--- src/hdl/ddpc_cfg.svh ---
// Constants for the dual potentiometer control block.
`ifndef DDPC_CFG_SVH
`define DDPC_CFG_SVH

// ----------------------------------------------------------------------
// Widths and reset values
// ----------------------------------------------------------------------
`define DDPC_WIPER_W    6
`define DDPC_TAPS       64
`define DDPC_WIPER_MAX  6'h3F
`define DDPC_WIPER_MIN  6'h00
`define DDPC_WIPER_RST  6'h00
`define DDPC_NV_BLANK   6'h00
`define DDPC_CNT_ACK    4'h8
`define DDPC_CNT_REL    4'h9

// ----------------------------------------------------------------------
// Address byte: upper nibble device type (arbitrary value), lower nibble select
// ----------------------------------------------------------------------
`define DDPC_DEV_TYPE   4'h5

// ----------------------------------------------------------------------
// Instruction byte: [7:4] opcode, [3:2] stored slot, [0] potentiometer
// ----------------------------------------------------------------------
`define DDPC_OP_RD_WIPER 4'h9
`define DDPC_OP_WR_WIPER 4'hA
`define DDPC_OP_RD_STORE 4'hB
`define DDPC_OP_WR_STORE 4'hC
`define DDPC_OP_TO_WIPER 4'hD
`define DDPC_OP_TO_STORE 4'hE
`define DDPC_OP_INCDEC   4'h2

`endif

--- src/hdl/ddpc_pkg.sv ---
// Types shared by the dual potentiometer control block.
package ddpc_pkg;

  // --------------------------------------------------------------------
  // Serial engine states
  // --------------------------------------------------------------------
  typedef enum logic [2:0] {
    ST_RECALL,
    ST_IDLE,
    ST_ADDR,
    ST_INSTR,
    ST_WDATA,
    ST_RDATA,
    ST_INCDEC
  } ddpc_state_type;

endpackage : ddpc_pkg

--- src/hdl/ddpc_top.sv ---
// Dual 64-tap potentiometer control with a 2-wire serial slave.
// Functional notes
// Each of the two potentiometers has its own 6-bit wiper setting register choosing its tap.
// Each potentiometer has four 6-bit stored settings that keep their value across rst_n.
// Leaving reset, the first stored setting of each pot is copied into its wiper setting.
// With write_guard_n low, stored settings never change though wiper writes still work.
// With write_guard_n high, every register may be read and written, stored ones included.
// The device acknowledges only when the address byte carries its four select inputs.
// Each array has 63 elements and exactly one of its 64 taps is selected at any time.
// The bus master can read and write wiper and stored settings over the serial bus.
// Instructions copy between a pot's wiper setting and any of its own stored settings.
// An instruction enters a mode where each received bit steps the wiper up or down.
// The data line is only ever pulled low or released, never driven high.
// The bus master supplies the serial clock that times every transfer.
// Setting zero selects the low-end tap and setting sixty-three the high-end tap.
// A guarded stored write is still acknowledged but leaves the stored value unchanged.
`timescale 1ns/1ps
`include "ddpc_cfg.svh"

module ddpc_top
  import ddpc_pkg::*;
#(
  parameter int POTS  = 2,
  parameter int SLOTS = 4
) (
  input  wire logic                              clk,
  input  wire logic                              rst_n,
  input  wire logic                              scl,
  input  wire logic                              sda_i,
  output logic                                   sda_o,
  output logic                                   sda_oe,
  input  wire logic                              addr_select_bit0,
  input  wire logic                              addr_select_bit1,
  input  wire logic                              addr_select_bit2,
  input  wire logic                              addr_select_bit3,
  input  wire logic                              write_guard_n,
  output logic [POTS-1:0][`DDPC_WIPER_W-1:0]     wiper_setting_reg,
  output logic [POTS-1:0][`DDPC_TAPS-1:0]        tap_sel,
  output logic                                   incdec_mode
);

  // --------------------------------------------------------------------
  // Elaboration check
  // --------------------------------------------------------------------
  if (POTS != 2 || SLOTS != 4) begin : g_bad_param
    $error("ddpc_top: instruction encoding serves exactly 2 pots of 4 slots");
  end

  // --------------------------------------------------------------------
  // State
  // --------------------------------------------------------------------
  ddpc_state_type                          state_r, state_nxt, next_r, next_nxt;
  logic [3:0]                              cnt_r, cnt_nxt;
  logic [7:0]                              shift_r, shift_nxt;
  logic [7:0]                              instr_r, instr_nxt;
  logic                                    scl_q_r, sda_q_r;
  logic                                    sda_oe_r, sda_oe_nxt;
  logic [POTS-1:0][`DDPC_WIPER_W-1:0]      wiper_r, wiper_nxt;
  logic [POTS*SLOTS-1:0][`DDPC_WIPER_W-1:0] store_r, store_nxt;
  logic [POTS-1:0][`DDPC_TAPS-1:0]         tap_r, tap_nxt;
  logic                                    scl_rise, scl_fall, start_ev, stop_ev;
  logic [3:0]                              addr_sel;
  logic [3:0]                              op;
  logic                                    pot;
  logic [2:0]                              slot_ix;
  logic [`DDPC_WIPER_W-1:0]                rd_data;

  // Bus events, with the master's clock sampled as an ordinary input.
  assign scl_rise = scl & ~scl_q_r;
  assign scl_fall = ~scl & scl_q_r;
  assign start_ev = scl & scl_q_r & sda_q_r & ~sda_i;
  assign stop_ev  = scl & scl_q_r & ~sda_q_r & sda_i;
  assign addr_sel = {addr_select_bit3, addr_select_bit2, addr_select_bit1, addr_select_bit0};
  assign op       = instr_r[7:4];
  assign pot      = instr_r[0];
  assign slot_ix  = {instr_r[0], instr_r[3:2]};
  assign rd_data  = (op == `DDPC_OP_RD_STORE) ? store_r[slot_ix] : wiper_r[pot];

  // --------------------------------------------------------------------
  // Serial engine and register bank
  // --------------------------------------------------------------------
  // Computes the next engine state, line drive and register contents.
  always_comb begin
    state_nxt  = state_r;
    next_nxt   = next_r;
    cnt_nxt    = cnt_r;
    shift_nxt  = shift_r;
    instr_nxt  = instr_r;
    sda_oe_nxt = sda_oe_r;
    wiper_nxt  = wiper_r;
    store_nxt  = store_r;
    if (state_r == ST_RECALL) begin
      for (int p = 0; p < POTS; p++) begin
        wiper_nxt[p] = store_r[p*SLOTS];
      end
      state_nxt = ST_IDLE;
    end else if (start_ev) begin
      state_nxt  = ST_ADDR;
      cnt_nxt    = 4'h0;
      sda_oe_nxt = 1'b0;
    end else if (stop_ev) begin
      state_nxt  = ST_IDLE;
      sda_oe_nxt = 1'b0;
    end else if (state_r == ST_INCDEC) begin
      if (scl_rise && sda_i && wiper_r[pot] != `DDPC_WIPER_MAX) begin
        wiper_nxt[pot] = wiper_r[pot] + 6'h01;
      end else if (scl_rise && !sda_i && wiper_r[pot] != `DDPC_WIPER_MIN) begin
        wiper_nxt[pot] = wiper_r[pot] - 6'h01;
      end
    end else if (state_r == ST_RDATA) begin
      if (scl_rise && cnt_r == `DDPC_CNT_ACK) begin
        if (sda_i) begin
          state_nxt = ST_IDLE;
        end else begin
          cnt_nxt   = 4'h0;
          shift_nxt = {2'b00, rd_data};
        end
      end else if (scl_rise) begin
        cnt_nxt = cnt_r + 4'h1;
      end else if (scl_fall && cnt_r == `DDPC_CNT_ACK) begin
        sda_oe_nxt = 1'b0;
      end else if (scl_fall) begin
        sda_oe_nxt = ~shift_r[3'(7 - cnt_r)];
      end
    end else if (state_r != ST_IDLE) begin
      if (scl_rise && cnt_r < `DDPC_CNT_ACK) begin
        shift_nxt = {shift_r[6:0], sda_i};
        cnt_nxt   = cnt_r + 4'h1;
      end else if (scl_fall && cnt_r == `DDPC_CNT_REL) begin
        cnt_nxt    = 4'h0;
        state_nxt  = next_r;
        sda_oe_nxt = 1'b0;
        if (next_r == ST_RDATA) begin
          shift_nxt  = {2'b00, rd_data};
          sda_oe_nxt = ~shift_nxt[7];
        end
      end else if (scl_fall && cnt_r == `DDPC_CNT_ACK) begin
        cnt_nxt    = `DDPC_CNT_REL;
        sda_oe_nxt = 1'b1;
        case (state_r)
          ST_ADDR: begin
            if (shift_r == {`DDPC_DEV_TYPE, addr_sel}) begin
              next_nxt = ST_INSTR;
            end else begin
              state_nxt  = ST_IDLE;
              sda_oe_nxt = 1'b0;
            end
          end
          ST_INSTR: begin
            instr_nxt = shift_r;
            case (shift_r[7:4])
              `DDPC_OP_RD_WIPER, `DDPC_OP_RD_STORE: next_nxt = ST_RDATA;
              `DDPC_OP_WR_WIPER, `DDPC_OP_WR_STORE: next_nxt = ST_WDATA;
              `DDPC_OP_INCDEC:                      next_nxt = ST_INCDEC;
              `DDPC_OP_TO_WIPER: begin
                wiper_nxt[shift_r[0]] = store_r[{shift_r[0], shift_r[3:2]}];
                next_nxt              = ST_IDLE;
              end
              `DDPC_OP_TO_STORE: begin
                if (write_guard_n) begin
                  store_nxt[{shift_r[0], shift_r[3:2]}] = wiper_r[shift_r[0]];
                end
                next_nxt = ST_IDLE;
              end
              default: begin
                state_nxt  = ST_IDLE;
                sda_oe_nxt = 1'b0;
              end
            endcase
          end
          ST_WDATA: begin
            if (op == `DDPC_OP_WR_WIPER) begin
              wiper_nxt[pot] = shift_r[`DDPC_WIPER_W-1:0];
            end else if (write_guard_n) begin
              store_nxt[slot_ix] = shift_r[`DDPC_WIPER_W-1:0];
            end
            next_nxt = ST_WDATA;
          end
          default: begin
            state_nxt  = ST_IDLE;
            sda_oe_nxt = 1'b0;
          end
        endcase
      end
    end
  end

  // Registers the engine; stored settings are kept across rst_n.
  always_ff @(posedge clk) begin
    if (!rst_n) begin
      state_r  <= ST_RECALL;
      next_r   <= ST_IDLE;
      cnt_r    <= 4'h0;
      shift_r  <= 8'h00;
      instr_r  <= 8'h00;
      scl_q_r  <= 1'b1;
      sda_q_r  <= 1'b1;
      sda_oe_r <= 1'b0;
      wiper_r  <= '0;
    end else begin
      state_r  <= state_nxt;
      next_r   <= next_nxt;
      cnt_r    <= cnt_nxt;
      shift_r  <= shift_nxt;
      instr_r  <= instr_nxt;
      scl_q_r  <= scl;
      sda_q_r  <= sda_i;
      sda_oe_r <= sda_oe_nxt;
      wiper_r  <= wiper_nxt;
    end
  end

  // Non-volatile cells: blank on first power-up only, untouched by later resets.
  // The marker starts clear at power-up, so the first reset is known to be the first.
  logic nv_init_r = 1'b0;
  always_ff @(posedge clk) begin
    if (!rst_n && !nv_init_r) begin
      store_r <= '0;
    end else if (rst_n) begin
      store_r <= store_nxt;
    end
  end

  // --------------------------------------------------------------------
  // Tap decode, one group per potentiometer
  // --------------------------------------------------------------------
  for (genvar p = 0; p < POTS; p++) begin : g_tap
    // One-hot tap select, tap 0 at the low end of the array.
    always_comb begin
      tap_nxt[p] = '0;
      tap_nxt[p][wiper_nxt[p]] = 1'b1;
    end
    // Registers the tap select so the switch drive is glitch free.
    always_ff @(posedge clk) begin
      if (!rst_n) begin
        tap_r[p] <= {{(`DDPC_TAPS-1){1'b0}}, 1'b1};
      end else begin
        tap_r[p] <= tap_nxt[p];
      end
    end
  end

  // Marks the first reset seen so later resets keep the stored cells.
  always_ff @(posedge clk) begin
    if (!rst_n) begin
      nv_init_r <= 1'b1;
    end
  end

  // Output flops.
  logic sda_o_r, incdec_r;
  always_ff @(posedge clk) begin
    if (!rst_n) begin
      sda_o_r  <= 1'b0;
      incdec_r <= 1'b0;
    end else begin
      sda_o_r  <= 1'b0;
      incdec_r <= (state_nxt == ST_INCDEC);
    end
  end

  assign sda_o             = sda_o_r;
  assign sda_oe            = sda_oe_r;
  assign wiper_setting_reg = wiper_r;
  assign tap_sel           = tap_r;
  assign incdec_mode       = incdec_r;

  // --------------------------------------------------------------------
  // Assertions
  // --------------------------------------------------------------------
  recall_load_a: assert property (@(posedge clk) disable iff (!rst_n)
    state_r == ST_RECALL |=> wiper_r[1] == $past(store_r[SLOTS]) && state_r == ST_IDLE)
    else $error("wiper not recalled from first stored setting");
  guard_hold_a: assert property (@(posedge clk) disable iff (!rst_n)
    !write_guard_n |=> $stable(store_r))
    else $error("stored setting changed while guarded");
  one_tap_a: assert property (@(posedge clk) disable iff (!rst_n)
    $onehot(tap_r[0]) && $onehot(tap_r[1]))
    else $error("tap select not one-hot");
  tap_match_a: assert property (@(posedge clk) disable iff (!rst_n)
    state_r != ST_RECALL |-> tap_r[0][wiper_r[0]] && tap_r[1][wiper_r[1]])
    else $error("tap select does not follow wiper");
  addr_ack_a: assert property (@(posedge clk) disable iff (!rst_n)
    state_r == ST_ADDR && $rose(sda_oe_r) |-> shift_r[3:0] == addr_sel)
    else $error("acknowledged a foreign address");
  drain_only_a: assert property (@(posedge clk) disable iff (!rst_n)
    sda_o == 1'b0)
    else $error("data line driven high");
  step_up_a: assert property (@(posedge clk) disable iff (!rst_n)
    state_r == ST_INCDEC && scl_rise && sda_i && !start_ev && !stop_ev
      && wiper_r[pot] != `DDPC_WIPER_MAX
    |=> wiper_r[$past(pot)] == 6'($past(wiper_r[pot]) + 6'h01))
    else $error("increment step missing");
  wiper_write_a: assert property (@(posedge clk) disable iff (!rst_n)
    state_r == ST_WDATA && scl_fall && cnt_r == `DDPC_CNT_ACK && op == `DDPC_OP_WR_WIPER
      && !start_ev && !stop_ev
    |=> wiper_r[$past(pot)] == $past(shift_r[`DDPC_WIPER_W-1:0]) ##1 sda_oe_r)
    else $error("wiper write lost");
  stop_release_a: assert property (@(posedge clk) disable iff (!rst_n)
    stop_ev && state_r != ST_RECALL |=> !sda_oe_r [*2])
    else $error("line held after stop");

endmodule : ddpc_top

--- config.mk ---
export PLATFORM = sky130hd
export DESIGN_NAME = ddpc_top
export DESIGN_NICKNAME = d
export VERILOG_FILES = /design/src/hdl/ddpc_pkg.sv /design/src/hdl/ddpc_top.sv
export VERILOG_INCLUDE_DIRS = /design/src /design/src/hdl
export SDC_FILE = /design/constraint.sdc
export NUM_CORES = 1
export LEC_CHECK = 0
export ABC_CLOCK_PERIOD_IN_PS = 3800
export BUFFER_PORTS_ARGS = -buffer_cell sky130_fd_sc_hd__buf_2
export CAP_MARGIN = 20
export CELL_PAD_IN_SITES_DETAIL_PLACEMENT = 0
export CELL_PAD_IN_SITES_GLOBAL_PLACEMENT = 2
export CORE_ASPECT_RATIO = 0.75
export CORE_MARGIN = 2
export CORE_UTILIZATION = 32
export CTS_CLUSTER_DIAMETER = 50
export CTS_CLUSTER_SIZE = 16
export DETAILED_ROUTE_END_ITERATION = 7
export PLACE_DENSITY = 0.76
export REMOVE_ABC_BUFFERS = 1
export SLEW_MARGIN = 20
export SYNTH_ARGS = -nofsm -noshare
export SYNTH_HDL_FRONTEND = slang
export SYNTH_SLANG_ARGS = --single-unit
export TNS_END_PERCENT = 20
--- constraint.sdc ---
create_clock -name clk -period 3.8 [get_ports clk]
set_input_delay 1.14 -clock clk [delete_from_list [all_inputs] [get_ports clk]]
set_output_delay 1.14 -clock clk [all_outputs]
set_load 0.005 [all_outputs]
==> flow_summary.ini <==
[die]
die_w_microns = 210
ios = 152
start_util_pct = 32.5
num_rows = 56
coreArea_sq_um = 31300
die-height_microns = 158
die-area_sq_um = 33200

[clock_network]
tritoncts = built
clock-root-buffer = clkbuf_16
clk_latency_ns = 0.55
htree_levels = 1
cts.repair.resized = 0
ctsHoldBuffers = 0
clk_pin_slew_ns = 0.06
cts_setup_buffers = 0
cts_buffers = 25
clk_path_buf_depth = 3
cts_sinks = 217

[global_route]
track_usage_pct = 24.1
grt_pass1_wl_mm = 60.6
grt_antenna_before_repair = 0
overflow = 0
grt_pass1_vias = 9459
grt_max_degree = 61

[yosys]
syn_area_sq_um = 10200
synth-edff-count = 48
ys_warn_count = 0
synth_cells = 1126
postSynth.asyncResetShare_pct = 0
yosys_register_bits = 217
ys_seq_area_share_pct = 47.4
avgSynthCellArea_sq_um = 9.03
synth_flop_cell = dfxtp_1
yosysUniqueCellTypes = 91

[critical_path]
worstSetupEndpointType = register
crit_fanout = 8
critPathKind = reg2reg
cp.required_ns = 4.27
cp-start-kind = register
worstPathArrival_ns = 3.98

[finish]
layout.nets = 1341
largest_register_ff_count = 128
regArea_sq_um = 4830
fill_cells = 3156
stdcell_area_sq_um = 12700
areaGrowthSynthToFinish_pct = 25.4
antenna_cells = 0
drive_gt1_share_pct = 25.0
multi_input_area_sq_um = 4900
stdcell_count = 1748

[place]
dp_slack_ns = -0.158
gp_congestion = 0.981
hpwlAfterDp_mm = 30.1
dpl_cell_area_sq_um = 11900
placed_cells_incl_taps = 1706
io_buffers = 150

[timing]
min_period_ns = 3.50
rsz0062_at_grt = no
timing.fmax_mhz = 285
period_share_pct = 92.2
worstMarginPinSlew_ns = 0.771
clock_skew_ns = 0.0217
setup_ws_ns = 0.297
slew_headroom_pct = 48.4
fin_hold_ws_ns = 0.499
final_max_slew_viol_count = 0
finalHoldViolCount = 0
setup_viol = 0

[detailed_routing]
drt_first_pass_iters = 5
ant_nets = 0
routed_wl_mm = 40.2
drt_iter0_drc = 1115
drc = 0
vias = 9879
viasPerCell = 5.65
avgRoutedWirePerCell_microns = 23.0

[pwr]
power_mw = 5.44
power-per-cell-area_nw_per_um2 = 427
vdd_drop_max_mv = 0.282
p_leak_nw = 4.86

[status]
status = complete, no violations

[run]
max-cap-violations = 0

[min_path]
timing.hold.worst.class = reg2reg
## per-stage QoR
stage / setup TNS [ns] / utilization, %
after CTS: 0 / 40.8
after floorplan: -0.0284 / -
final: 0 / 40.8
after detailed placement: -3.86 / 38.1
after global routing: 0 / 40.8
after global placement: -2.65 / 38.1
## synth_stat cells, types with 12 or more instances
cell type | n | area share (%)
buf_2 | 22 | 1.1
nor2_1 | 198 | 7.3
dfxtp_1 | 169 | 33
a211oi_1 | 13 | 0.96
a21oi_1 | 56 | 2.8
o22ai_1 | 25 | 1.5
buf_1 | 12 | 0.44
nand4_1 | 12 | 0.74
nand2_1 | 75 | 2.8
inv_1 | 18 | 0.66
o21ai_0 | 33 | 1.6
o211ai_1 | 13 | 0.96
edfxtp_1 | 48 | 14
nand3_1 | 49 | 2.4
nand3b_1 | 16 | 1.2
nor3_1 | 18 | 0.89
clkbuf_1 | 44 | 1.6
a31oi_1 | 15 | 0.92
mux2i_1 | 30 | 3.0
## critical path, stage by stage, from the launching register on
cell and delay, ns:
dfxtp_1 0.37, inv_1 0.07, o21ai_0 0.41, ha_1 0.29
nand4_1 0.21, a22oi_1 0.49, o22ai_1 0.18, buf_4 0.18
a21o_1 0.17, a41o_1 0.27, nor3_2 0.27, nand3_1 0.34
nor2_1 0.19
## power breakdown
group          switching [mW]  internal, mW
clock network            1.12          1.35
registers              0.0450          2.38
logic                   0.352         0.196
total                    1.51          3.92
## area by class of cell
| type | instances | area share, % |
|---|---|---|
| multi-input combinational | 803 | 38.4 |
| sequential | 217 | 37.9 |
| timing repair buffer | 256 | 12.4 |
| clock buffer | 27 | 5.30 |
| tap | 406 | 3.98 |
| clock inverter | 15 | 1.30 |
| inverter | 24 | 0.707 |
## logic make-up after synthesis
group	count (synthesis)	share of synthesized area, %
AO/OA/AOI/OAI	265	17.9
XOR/XNOR	11	0.948
adder cells (fa/ha/maj)	5	0.615
buffers and inverters	106	4.37
flip-flops	217	47.4
multiplexers	45	5.28
other	1	0.0369
AND/OR/NAND/NOR	476	23.4
## metal layers
| metal | up-vias | global-route usage (%) | share of wire, % |
|---|---|---|---|
| li1 | 4533 | - | - |
| met1 | 4822 | 36.2 | 48 |
| met2 | 455 | 32.3 | 39 |
| met3 | 69 | 7.95 | 11 |
| met4 | 0 | 6.25 | 2.5 |
| met5 | - | 0 | 0 |
## cells in the final DEF, fill, tap and decap left out, types with 7 or more instances in the layout
cell / Yosys / layout
nor3b_1: 9 / 9
nand3_1: 49 / 49
o21ai_0: 33 / 33
nor3_1: 18 / 18
a211oi_1: 13 / 13
nand3b_1: 16 / 16
and3_1: 8 / 8
mux2i_1: 30 / 30
inv_8: 0 / 9
buf_2: 22 / 150
clkbuf_16: 0 / 27
o211ai_1: 13 / 13
buf_4: 3 / 103
a21oi_1: 56 / 56
mux2_2: 7 / 7
edfxtp_1: 48 / 48
o22ai_1: 25 / 25
or3_1: 11 / 11
xnor2_1: 9 / 9
nand2_1: 75 / 75
and2_1: 8 / 8
nor2_1: 198 / 198
inv_1: 18 / 18
o21ai_1: 9 / 9
a31oi_1: 15 / 15
a221oi_1: 7 / 7
a22o_1: 7 / 7
nand4_1: 12 / 12
nand2b_1: 10 / 10
dfxtp_1: 169 / 167
a22oi_1: 7 / 7
nor2b_1: 10 / 10
nor2_2: 7 / 7
## path summary, 6_finish.rpt
| kind | end | cells after the start | slack (ns) | start |
|---|---|---|---|---|
| max | tap_sel[87]$_SDFF_PN0_ | 12 | 0.30 | wiper_setting_reg[0]$_SDFF_PN0_ |
| min | next_r[1]$_SDFFE_PN0P_ | 2 | 0.50 | next_r[1]$_SDFFE_PN0P_ |
| max reg2reg | tap_sel[87]$_SDFF_PN0_ | 12 | 0.30 | wiper_setting_reg[0]$_SDFF_PN0_ |
| min reg2reg | next_r[1]$_SDFFE_PN0P_ | 2 | 0.50 | next_r[1]$_SDFFE_PN0P_ |
Note: power is estimated with default switching activity, not from simulation.
